[src/shared/rtc_sync_pkg.sv]
// package: register map, field layout and modes for the read-sync / event / irq-enable block
// ****************************************************************************
// ****************************************************************************
package rtc_sync_pkg;

  localparam int ADDR_W = 6;
  localparam int DATA_W = 16;

  // register offsets
  localparam logic [ADDR_W-1:0] OFS_READ_SYNC_REQUEST = 6'h02;
  localparam logic [ADDR_W-1:0] OFS_EVENT_CONTROL     = 6'h04;
  localparam logic [ADDR_W-1:0] OFS_IRQ_ENABLE_CLEAR  = 6'h06;
  localparam logic [ADDR_W-1:0] OFS_IRQ_ENABLE_SET    = 6'h07;
  localparam logic [ADDR_W-1:0] OFS_VALUE             = 6'h10;

  // read-sync request fields
  localparam int BIT_READ_SYNC_REQUEST_BIT_REQUEST    = 15;
  localparam int BIT_READ_SYNC_REQUEST_BIT_CONTINUOUS = 14;
  localparam logic [5:0] SYNC_TARGET = 6'h10;
  localparam logic [DATA_W-1:0] READ_SYNC_RESET = 16'h0010;

  // event control fields
  localparam int BIT_EV_OVERFLOW = 15;
  localparam int BIT_EV_MATCH1   = 9;
  localparam int BIT_EV_MATCH0   = 8;
  localparam int PERIODIC_N      = 8;
  localparam logic [DATA_W-1:0] EVENT_CTRL_RESET = 16'h0000;

  // irq enable fields
  localparam int BIT_IRQ_OVERFLOW = 7;
  localparam int BIT_IRQ_SYNC_RDY = 6;
  localparam int BIT_IRQ_MATCH1   = 1;
  localparam int BIT_IRQ_MATCH0   = 0;
  localparam logic [7:0] IRQ_EN_RESET = 8'h00;

  // masks of writable bits per mode
  localparam logic [DATA_W-1:0] EV_MASK_WIDE   = 16'h81ff;
  localparam logic [DATA_W-1:0] EV_MASK_NARROW = 16'h83ff;
  localparam logic [DATA_W-1:0] EV_MASK_CAL    = 16'h81ff;
  localparam logic [7:0]        IRQ_MASK_WIDE   = 8'hc1;
  localparam logic [7:0]        IRQ_MASK_NARROW = 8'hc3;
  localparam logic [7:0]        IRQ_MASK_CAL    = 8'hc1;

  // sync length in clock cycles
  localparam logic [3:0] SYNC_CYCLES = 4'h4;

  typedef enum logic [1:0] {
    MODE_WIDE_COUNTER   = 2'h0,
    MODE_NARROW_COUNTER = 2'h1,
    MODE_CALENDAR       = 2'h2,
    MODE_RESERVED       = 2'h3
  } op_mode_t;

  // raw conditions from the counter core
  typedef struct packed {
    logic                  overflow;
    logic                  match1;
    logic                  match0;
    logic [PERIODIC_N-1:0] periodic;
  } rtc_cond_t;

  // interrupt flags from the flag register
  typedef struct packed {
    logic overflow;
    logic sync_ready;
    logic match1;
    logic match0;
  } irq_flag_t;

endpackage

[src/verilog/rtc_sync_event_irq_regs.sv]
// module: read-sync control, event output gating and irq enables of the counter/calendar
//
// Our own choice: the plain strobed port.
`timescale 1ns/100ps
`default_nettype none
module rtc_sync_event_irq_regs (
  // clock and reset
  input  wire logic                         sys_clk,
  input  wire logic                         rstn,
  // register port
  input  wire logic [rtc_sync_pkg::ADDR_W-1:0] addr,
  input  wire logic [rtc_sync_pkg::DATA_W-1:0] wdata,
  input  wire logic                         wr_stb,
  input  wire logic                         rd_stb,
  output logic      [rtc_sync_pkg::DATA_W-1:0] rdata,
  // peripheral context
  input  wire rtc_sync_pkg::op_mode_t       mode,
  input  wire logic                         value_updated,
  input  wire rtc_sync_pkg::rtc_cond_t      cond,
  input  wire rtc_sync_pkg::irq_flag_t      irq_flags,
  // sync and interrupt outputs
  output logic                              sync_in_progress,
  output logic                              sync_capture,
  output logic                              irq_req,
  // event outputs
  output rtc_sync_pkg::rtc_cond_t           event_out
);
  import rtc_sync_pkg::*;

  // ****************************************************************************
  // register state
  // ****************************************************************************
  typedef enum {SYNC_IDLE, SYNC_RUN} sync_state_t;

  logic                 req_q, req_d;
  logic                 cont_q, cont_d;
  sync_state_t          st_q, st_d;
  logic [3:0]           cnt_q, cnt_d;
  logic                 cap_q, cap_d;
  logic [DATA_W-1:0]    ev_q, ev_d;
  logic [7:0]           ien_q, ien_d;
  logic [DATA_W-1:0]    rdata_q, rdata_d;
  logic                 ovf_ev;
  logic                 match1_ev;
  logic                 match0_ev;
  logic [PERIODIC_N-1:0] per_ev;
  logic [DATA_W-1:0]    ev_mask;
  logic [7:0]           irq_mask;
  logic                 wr_req, wr_ev, wr_clr, wr_set, wr_val, start;

  always_comb begin
    unique case (mode)
      MODE_WIDE_COUNTER: begin
        ev_mask  = EV_MASK_WIDE;
        irq_mask = IRQ_MASK_WIDE;
      end
      MODE_NARROW_COUNTER: begin
        ev_mask  = EV_MASK_NARROW;
        irq_mask = IRQ_MASK_NARROW;
      end
      MODE_CALENDAR: begin
        ev_mask  = EV_MASK_CAL;
        irq_mask = IRQ_MASK_CAL;
      end
      default: begin
        // reserved mode keeps the wide-mode bits except match 0
        ev_mask  = EV_MASK_WIDE & ~(16'h0001 << BIT_EV_MATCH0);
        irq_mask = IRQ_MASK_WIDE & ~(8'h01 << BIT_IRQ_MATCH0);
      end
    endcase
  end

  assign wr_req = wr_stb && (addr == OFS_READ_SYNC_REQUEST);
  assign wr_ev  = wr_stb && (addr == OFS_EVENT_CONTROL);
  assign wr_clr = wr_stb && (addr == OFS_IRQ_ENABLE_CLEAR);
  assign wr_set = wr_stb && (addr == OFS_IRQ_ENABLE_SET);
  assign wr_val = wr_stb && (addr == OFS_VALUE);

  // ****************************************************************************
  // read synchronisation
  // ****************************************************************************
  always_comb begin
    req_d  = req_q;
    cont_d = cont_q;
    st_d   = st_q;
    cnt_d  = cnt_q;
    cap_d  = 1'b0;
    start  = 1'b0;
    if (wr_req && wdata[BIT_READ_SYNC_REQUEST_BIT_REQUEST]) begin
      req_d = 1'b1;
    end
    if (wr_req) begin
      cont_d = wdata[BIT_READ_SYNC_REQUEST_BIT_CONTINUOUS];
    end
    if (wr_val) begin
      cont_d = 1'b0;
    end
    // a fresh request, or an update while continuous with the request standing, starts a new sync
    if ((wr_req && wdata[BIT_READ_SYNC_REQUEST_BIT_REQUEST]) || (cont_q && req_q && value_updated)) begin
      start = 1'b1;
    end
    unique case (st_q)
      SYNC_IDLE: begin
        if (start) begin
          st_d  = SYNC_RUN;
          cnt_d = SYNC_CYCLES;
        end
      end
      SYNC_RUN: begin
        if (start) begin
          cnt_d = SYNC_CYCLES;
        end else if (cnt_q == 4'h1) begin
          st_d  = SYNC_IDLE;
          cap_d = 1'b1;
          // continuous mode keeps the request standing
          if (!cont_d) begin
            req_d = 1'b0;
          end
        end else begin
          cnt_d = cnt_q - 4'h1;
        end
      end
    endcase
  end

  always_ff @(posedge sys_clk or negedge rstn) begin
    if (!rstn) begin
      req_q  <= 1'b0;
      cont_q <= 1'b0;
      st_q   <= SYNC_IDLE;
      cnt_q  <= 4'h0;
      cap_q  <= 1'b0;
    end else begin
      req_q  <= req_d;
      cont_q <= cont_d;
      st_q   <= st_d;
      cnt_q  <= cnt_d;
      cap_q  <= cap_d;
    end
  end

  assign sync_in_progress = (st_q == SYNC_RUN);
  assign sync_capture     = cap_q;

  // ****************************************************************************
  // event control and irq enables
  // ****************************************************************************
  always_comb begin
    ev_d  = ev_q;
    ien_d = ien_q;
    if (wr_ev) begin
      ev_d = wdata & ev_mask;
    end
    if (wr_clr) begin
      ien_d = ien_q & ~(wdata[7:0] & irq_mask);
    end
    if (wr_set) begin
      ien_d = ien_q | (wdata[7:0] & irq_mask);
    end
  end

  always_ff @(posedge sys_clk or negedge rstn) begin
    if (!rstn) begin
      ev_q  <= EVENT_CTRL_RESET;
      ien_q <= IRQ_EN_RESET;
    end else begin
      ev_q  <= ev_d;
      ien_q <= ien_d;
    end
  end

  // ****************************************************************************
  // event outputs and interrupt request
  // ****************************************************************************
  logic [DATA_W-1:0] ev_eff;
  logic [7:0]        ien_eff;
  assign ev_eff  = ev_q & ev_mask;
  assign ien_eff = ien_q & irq_mask;

  // one gate per event source, the periodic lines sharing one, each output the registered condition
  rtc_event_gate #(
    .W (1)
  ) gate_ovf (
    .sys_clk (sys_clk),
    .rstn    (rstn),
    .cond_in (cond.overflow),
    .enable  (ev_eff[BIT_EV_OVERFLOW]),
    .pulse   (ovf_ev)
  );

  rtc_event_gate #(
    .W (1)
  ) gate_match1 (
    .sys_clk (sys_clk),
    .rstn    (rstn),
    .cond_in (cond.match1),
    .enable  (ev_eff[BIT_EV_MATCH1]),
    .pulse   (match1_ev)
  );

  rtc_event_gate #(
    .W (1)
  ) gate_match0 (
    .sys_clk (sys_clk),
    .rstn    (rstn),
    .cond_in (cond.match0),
    .enable  (ev_eff[BIT_EV_MATCH0]),
    .pulse   (match0_ev)
  );

  rtc_event_gate #(
    .W (PERIODIC_N)
  ) gate_periodic (
    .sys_clk (sys_clk),
    .rstn    (rstn),
    .cond_in (cond.periodic),
    .enable  (ev_eff[PERIODIC_N-1:0]),
    .pulse   (per_ev)
  );

  assign event_out = {ovf_ev, match1_ev, match0_ev, per_ev};
  assign irq_req = (ien_eff[BIT_IRQ_OVERFLOW] && irq_flags.overflow) ||
                   (ien_eff[BIT_IRQ_SYNC_RDY] && irq_flags.sync_ready) ||
                   (ien_eff[BIT_IRQ_MATCH1] && irq_flags.match1) ||
                   (ien_eff[BIT_IRQ_MATCH0] && irq_flags.match0);

  // ****************************************************************************
  // read data
  // ****************************************************************************
  always_comb begin
    rdata_d = 16'h0000;
    if (rd_stb) begin
      unique case (addr)
        OFS_READ_SYNC_REQUEST: rdata_d = {1'b0, cont_q, 8'h00, SYNC_TARGET};
        OFS_EVENT_CONTROL:     rdata_d = ev_eff;
        OFS_IRQ_ENABLE_CLEAR,
        OFS_IRQ_ENABLE_SET:    rdata_d = {8'h00, ien_eff};
        default:               rdata_d = 16'h0000;
      endcase
    end
  end

  always_ff @(posedge sys_clk or negedge rstn) begin
    if (!rstn) begin
      rdata_q <= READ_SYNC_RESET & 16'h0000;
    end else begin
      rdata_q <= rdata_d;
    end
  end

  assign rdata = rdata_q;

endmodule

// ****************************************************************************
// event gate: one registered pulse per enabled condition
// ****************************************************************************
module rtc_event_gate #(
  parameter int W = 1
) (
  // clock and reset
  input  wire logic         sys_clk,
  input  wire logic         rstn,
  // condition and enable
  input  wire logic [W-1:0] cond_in,
  input  wire logic [W-1:0] enable,
  // gated pulse
  output logic      [W-1:0] pulse
);
  logic [W-1:0] pulse_q, pulse_d;

  // registered so the router sees a clean pulse, one cycle after its cause
  always_comb begin
    pulse_d = cond_in & enable;
  end

  always_ff @(posedge sys_clk or negedge rstn) begin
    if (!rstn) begin
      pulse_q <= '0;
    end else begin
      pulse_q <= pulse_d;
    end
  end

  assign pulse = pulse_q;

endmodule
`default_nettype wire
[config.mk]
export PLATFORM = sky130hd
export DESIGN_NAME = rtc_sync_event_irq_regs
export DESIGN_NICKNAME = d
export VERILOG_FILES = /design/src/shared/rtc_sync_pkg.sv /design/src/verilog/rtc_sync_event_irq_regs.sv
export SDC_FILE = /design/constraint.sdc
export NUM_CORES = 1
export LEC_CHECK = 0
export BUFFER_PORTS_ARGS = -buffer_cell sky130_fd_sc_hd__buf_2
export CAP_MARGIN = 10
export CELL_PAD_IN_SITES_DETAIL_PLACEMENT = 1
export CELL_PAD_IN_SITES_GLOBAL_PLACEMENT = 1
export CORE_MARGIN = 2
export CORE_UTILIZATION = 30
export CTS_CLUSTER_SIZE = 10
export DETAILED_ROUTE_END_ITERATION = 8
export GPL_ROUTABILITY_DRIVEN = 0
export PLACE_DENSITY = 0.75
export SKIP_LAST_GASP = 1
export SLEW_MARGIN = 15
export SYNTH_ARGS = -nofsm -noshare
export SYNTH_HDL_FRONTEND = slang
export SYNTH_HIERARCHICAL = 1
export SYNTH_SLANG_ARGS = --single-unit
[constraint.sdc]
create_clock -name sys_clk -period 1.8 [get_ports sys_clk]
set_input_delay 0 -clock sys_clk [delete_from_list [all_inputs] [get_ports sys_clk]]
set_output_delay 0 -clock sys_clk [all_outputs]
set_load 0.01 [all_outputs]
==> results.yml <==
layout:
  n_antenna_cell: 0
  fin_util: 0.420
  syn2layout_area_growth_pct: 35.9
  multiInputGateArea_um2: 734
  fillCellCount: 719
  finalNetCount: 291
  drive_gt1_frac: 0.380
  register_area_um2: 1150
routing:
  vias_per_cell: 4.46
  routed_wl_mm: 4.51
  drc: 0
  drtIter0Drc: 37
  wire_per_inst_um: 14.0
  vias: 1436
  ant_nets: 0
  firstDrtPassIters: 3
clock_tree:
  h-tree-depth: 2
  cts.sinks: 46
  holdBufCountCts: 24
  clk_pin_slew_ps: 80
  cts_root_buffer: "clkbuf_8"
  clockBufferDepth: 2
  cts_setup_buffers: 0
  clock_latency_ps: 290
  cts_tree: "built"
  cts_resized: 0
  numCtsBuffers: 5
logic_synthesis:
  synth_cells: 153
  ys_warn_count: 6
  ys_seq_area_frac: 0.590
  synth-seq-cells: 46
  synth_cell_type_count: 37
  synthTopCellsByCount: "dfrtp_1 (46), and2_1 (19), nand2_1 (9), nand3_1 (9), nor2_1 (8)"
  yosysTopAreaCellShare: 0.590
  netlist_top_cells_area: "dfrtp_1 (59%), and2_1 (6.1%), mux2_4 (4.6%)"
  synth_top_area_cell: "dfrtp_1"
  synth-main-ff-cell: "dfrtp_1"
  async_flop_share: 1.00
  netlist_area_um2: 1950
  synth-edff-count: 0
  yosysMostFrequentCell: "dfrtp_1"
  syn_area_per_cell_um2: 12.7
run:
  maxCapViolations: 0
global_routing:
  grt_use_total: 0.134
  grt_pass1_wl_mm: 7.43
  grt_pass1_vias: 1568
  antenna_found_initial: 0
  grt_max_degree: 47
  grt_overflow: 0
timing:
  rsz0062_at_grt: "false"
  slew_viol_final: 0
  fin_crit_ps: 1620
  worstMarginPinSlew_ps: 564
  setup_tns_ps: 0
  hold_viol: 0
  maxSlewHeadroom: 0.624
  fin_skew_ps: 5.29
  period_share: 0.900
  setup_viol: 0
  clock.fmax_ghz: 0.618
floorplan:
  die_w_um: 84.6
  rows: 29
  io_pins: 74
  start_util: 0.309
  core_area_um2: 6310
  die_y_um: 84.6
  die_area_um2: 7160
setup_path:
  crit_type: "flip-flop to flip-flop"
  arrival_ps: 1800
  critPathMaxFanout: 5
  start_kind: "flip-flop"
  critical-path-top-delay-family: "simple AND/OR/NAND/NOR gates"
  critPathMostFrequentCell: "a31oi_1"
  cp-end-kind: "flip-flop"
  slowest_delay_ps: 420
  critPathSlowestCell: "or3b_4"
  cp_num_buf_inv: 1
  path_cells: "inv_1 > ha_1 > or3b_4 > a31oi_1 > a31oi_1 > or2_1"
  required_ps: 1980
power_and_ir_drop:
  seq_power_share: 0.542
  p_leak_nw: 1.39
  power_switching_mw: 0.652
  powerDensity_nw_per_um2: 880
  comb_power_share: 0.204
  p_clk_frac: 0.254
  ir_worst_vdd_mv: 0.424
  sw_frac_of_total: 0.279
  internal-power_mw: 1.68
placement:
  place_hpwl_mm: 3.21
  port-buffer-count: 65
outcome:
  outcome: "finished clean"
min_path:
  hold_path_class: "primary input to flip-flop"
[flip-flops by register name, indices dropped and copies added (netlist names), named ones only]
name and cells:
ev_q 11, gate_match0/pulse 1, rdata 12, gate_ovf/pulse 1, cnt_q 4, sync_capture 1
req_q 1, gate_periodic/pulse 8, gate_match1/pulse 1, cont_q 1, st_q 1
[through the flow]
stage / power (mW) / instances / setup slack [ps] / area [µm²] / hold WS (ps)
2_1_floorplan: 1.55 / 156 / 289 / 1960 / -296
3_3_place_gp: 1.69 / 291 / 248 / 2330 / 121
3_5_place_dp: 1.72 / 291 / 196 / 2330 / 138
4_1_cts: 2.36 / 322 / 182 / 2650 / 20.8
5_1_grt: 2.48 / 322 / 73.3 / 2650 / 32.9
6_report: 2.33 / 322 / 181 / 2650 / 22.7
[worst reg2reg max path, stage by stage (launching register included)]
cell and delay, ps:
dfrtp_1 400, inv_1 90, ha_1 150, or3b_4 420, a31oi_1 180, a31oi_1 50, or2_1 220
[cell type report]
type                    count  share of cell area
inverters                   2             0.00283
flip-flops and latches     46               0.434
clock buffers               6              0.0274
clock inverters             1             0.00283
multi-input cells          99               0.277
well taps                  77              0.0364
repair buffers             91               0.219
[kinds of logic after synthesis]
logic type | count (synthesis) | synth area share
simple gates | 61 | 0.191
flops | 46 | 0.590
compound gates | 16 | 0.0654
mux | 13 | 0.0866
buf+inv | 11 | 0.0391
xor+xnor | 3 | 0.0135
fa+ha+maj | 2 | 0.0128
other cells | 1 | 0.00192
[power by group through the flow]
stage / sequential [mW] / combinational, mW / clock [mW]
after floorplan: 1.27 / 0.283 / 0
after global placement: 1.28 / 0.417 / 0
after detailed placement: 1.29 / 0.438 / 0
after CTS: 1.27 / 0.482 / 0.612
after global routing: 1.29 / 0.536 / 0.655
final: 1.26 / 0.476 / 0.593
[final timing paths]
path / startpoint / end / slack [ps] / depth (start not counted)
setup reg to reg: cnt_q[1]$_DFFE_PN0P_ / cnt_q[2]$_DFFE_PN0P_ / 180 / 6
min in group asynchronous: rstn / ev_q[3]$_DFFE_PN0P_ / 310 / 3
setup / recovery: cnt_q[1]$_DFFE_PN0P_ / cnt_q[2]$_DFFE_PN0P_ / 180 / 6
hold reg to reg: ev_q[9]$_DFFE_PN0P_ / ev_q[9]$_DFFE_PN0P_ / 480 / 2
hold / removal: rd_stb / rdata[14]$_DFF_PN0_ / 20 / 3
max in group asynchronous: rstn / async pin / 1080 / 3
[metal layers]
metal,vias to the layer above,GRT usage,share of wire,routed length (µm)
met5,-,0,0,0
met1,686,0.158,0.42,1910
met2,43,0.239,0.52,2330
met3,6,0.0295,0.047,211
met4,0,0.0491,0.012,53
li1,701,-,-,-
[layout by cell type (no fill, tap or decap), types with 2 or more instances in the layout]
master and count:
nand3_1 9, and4_1 2, a21oi_1 2, clkbuf_8 5
and2_1 19, nor2b_1 4, nor2_1 8, nand2_1 9
dfrtp_1 46, o21ai_0 2, ha_1 2, a31oi_1 2
inv_1 2, mux2_4 6, conb_1 4, a22o_1 3
dlygate4sd3_1 24, buf_2 65, xor2_1 2, mux2_2 7
buf_4 2, a32o_1 2
No activity file was read; power rests on OpenSTA's default activity.
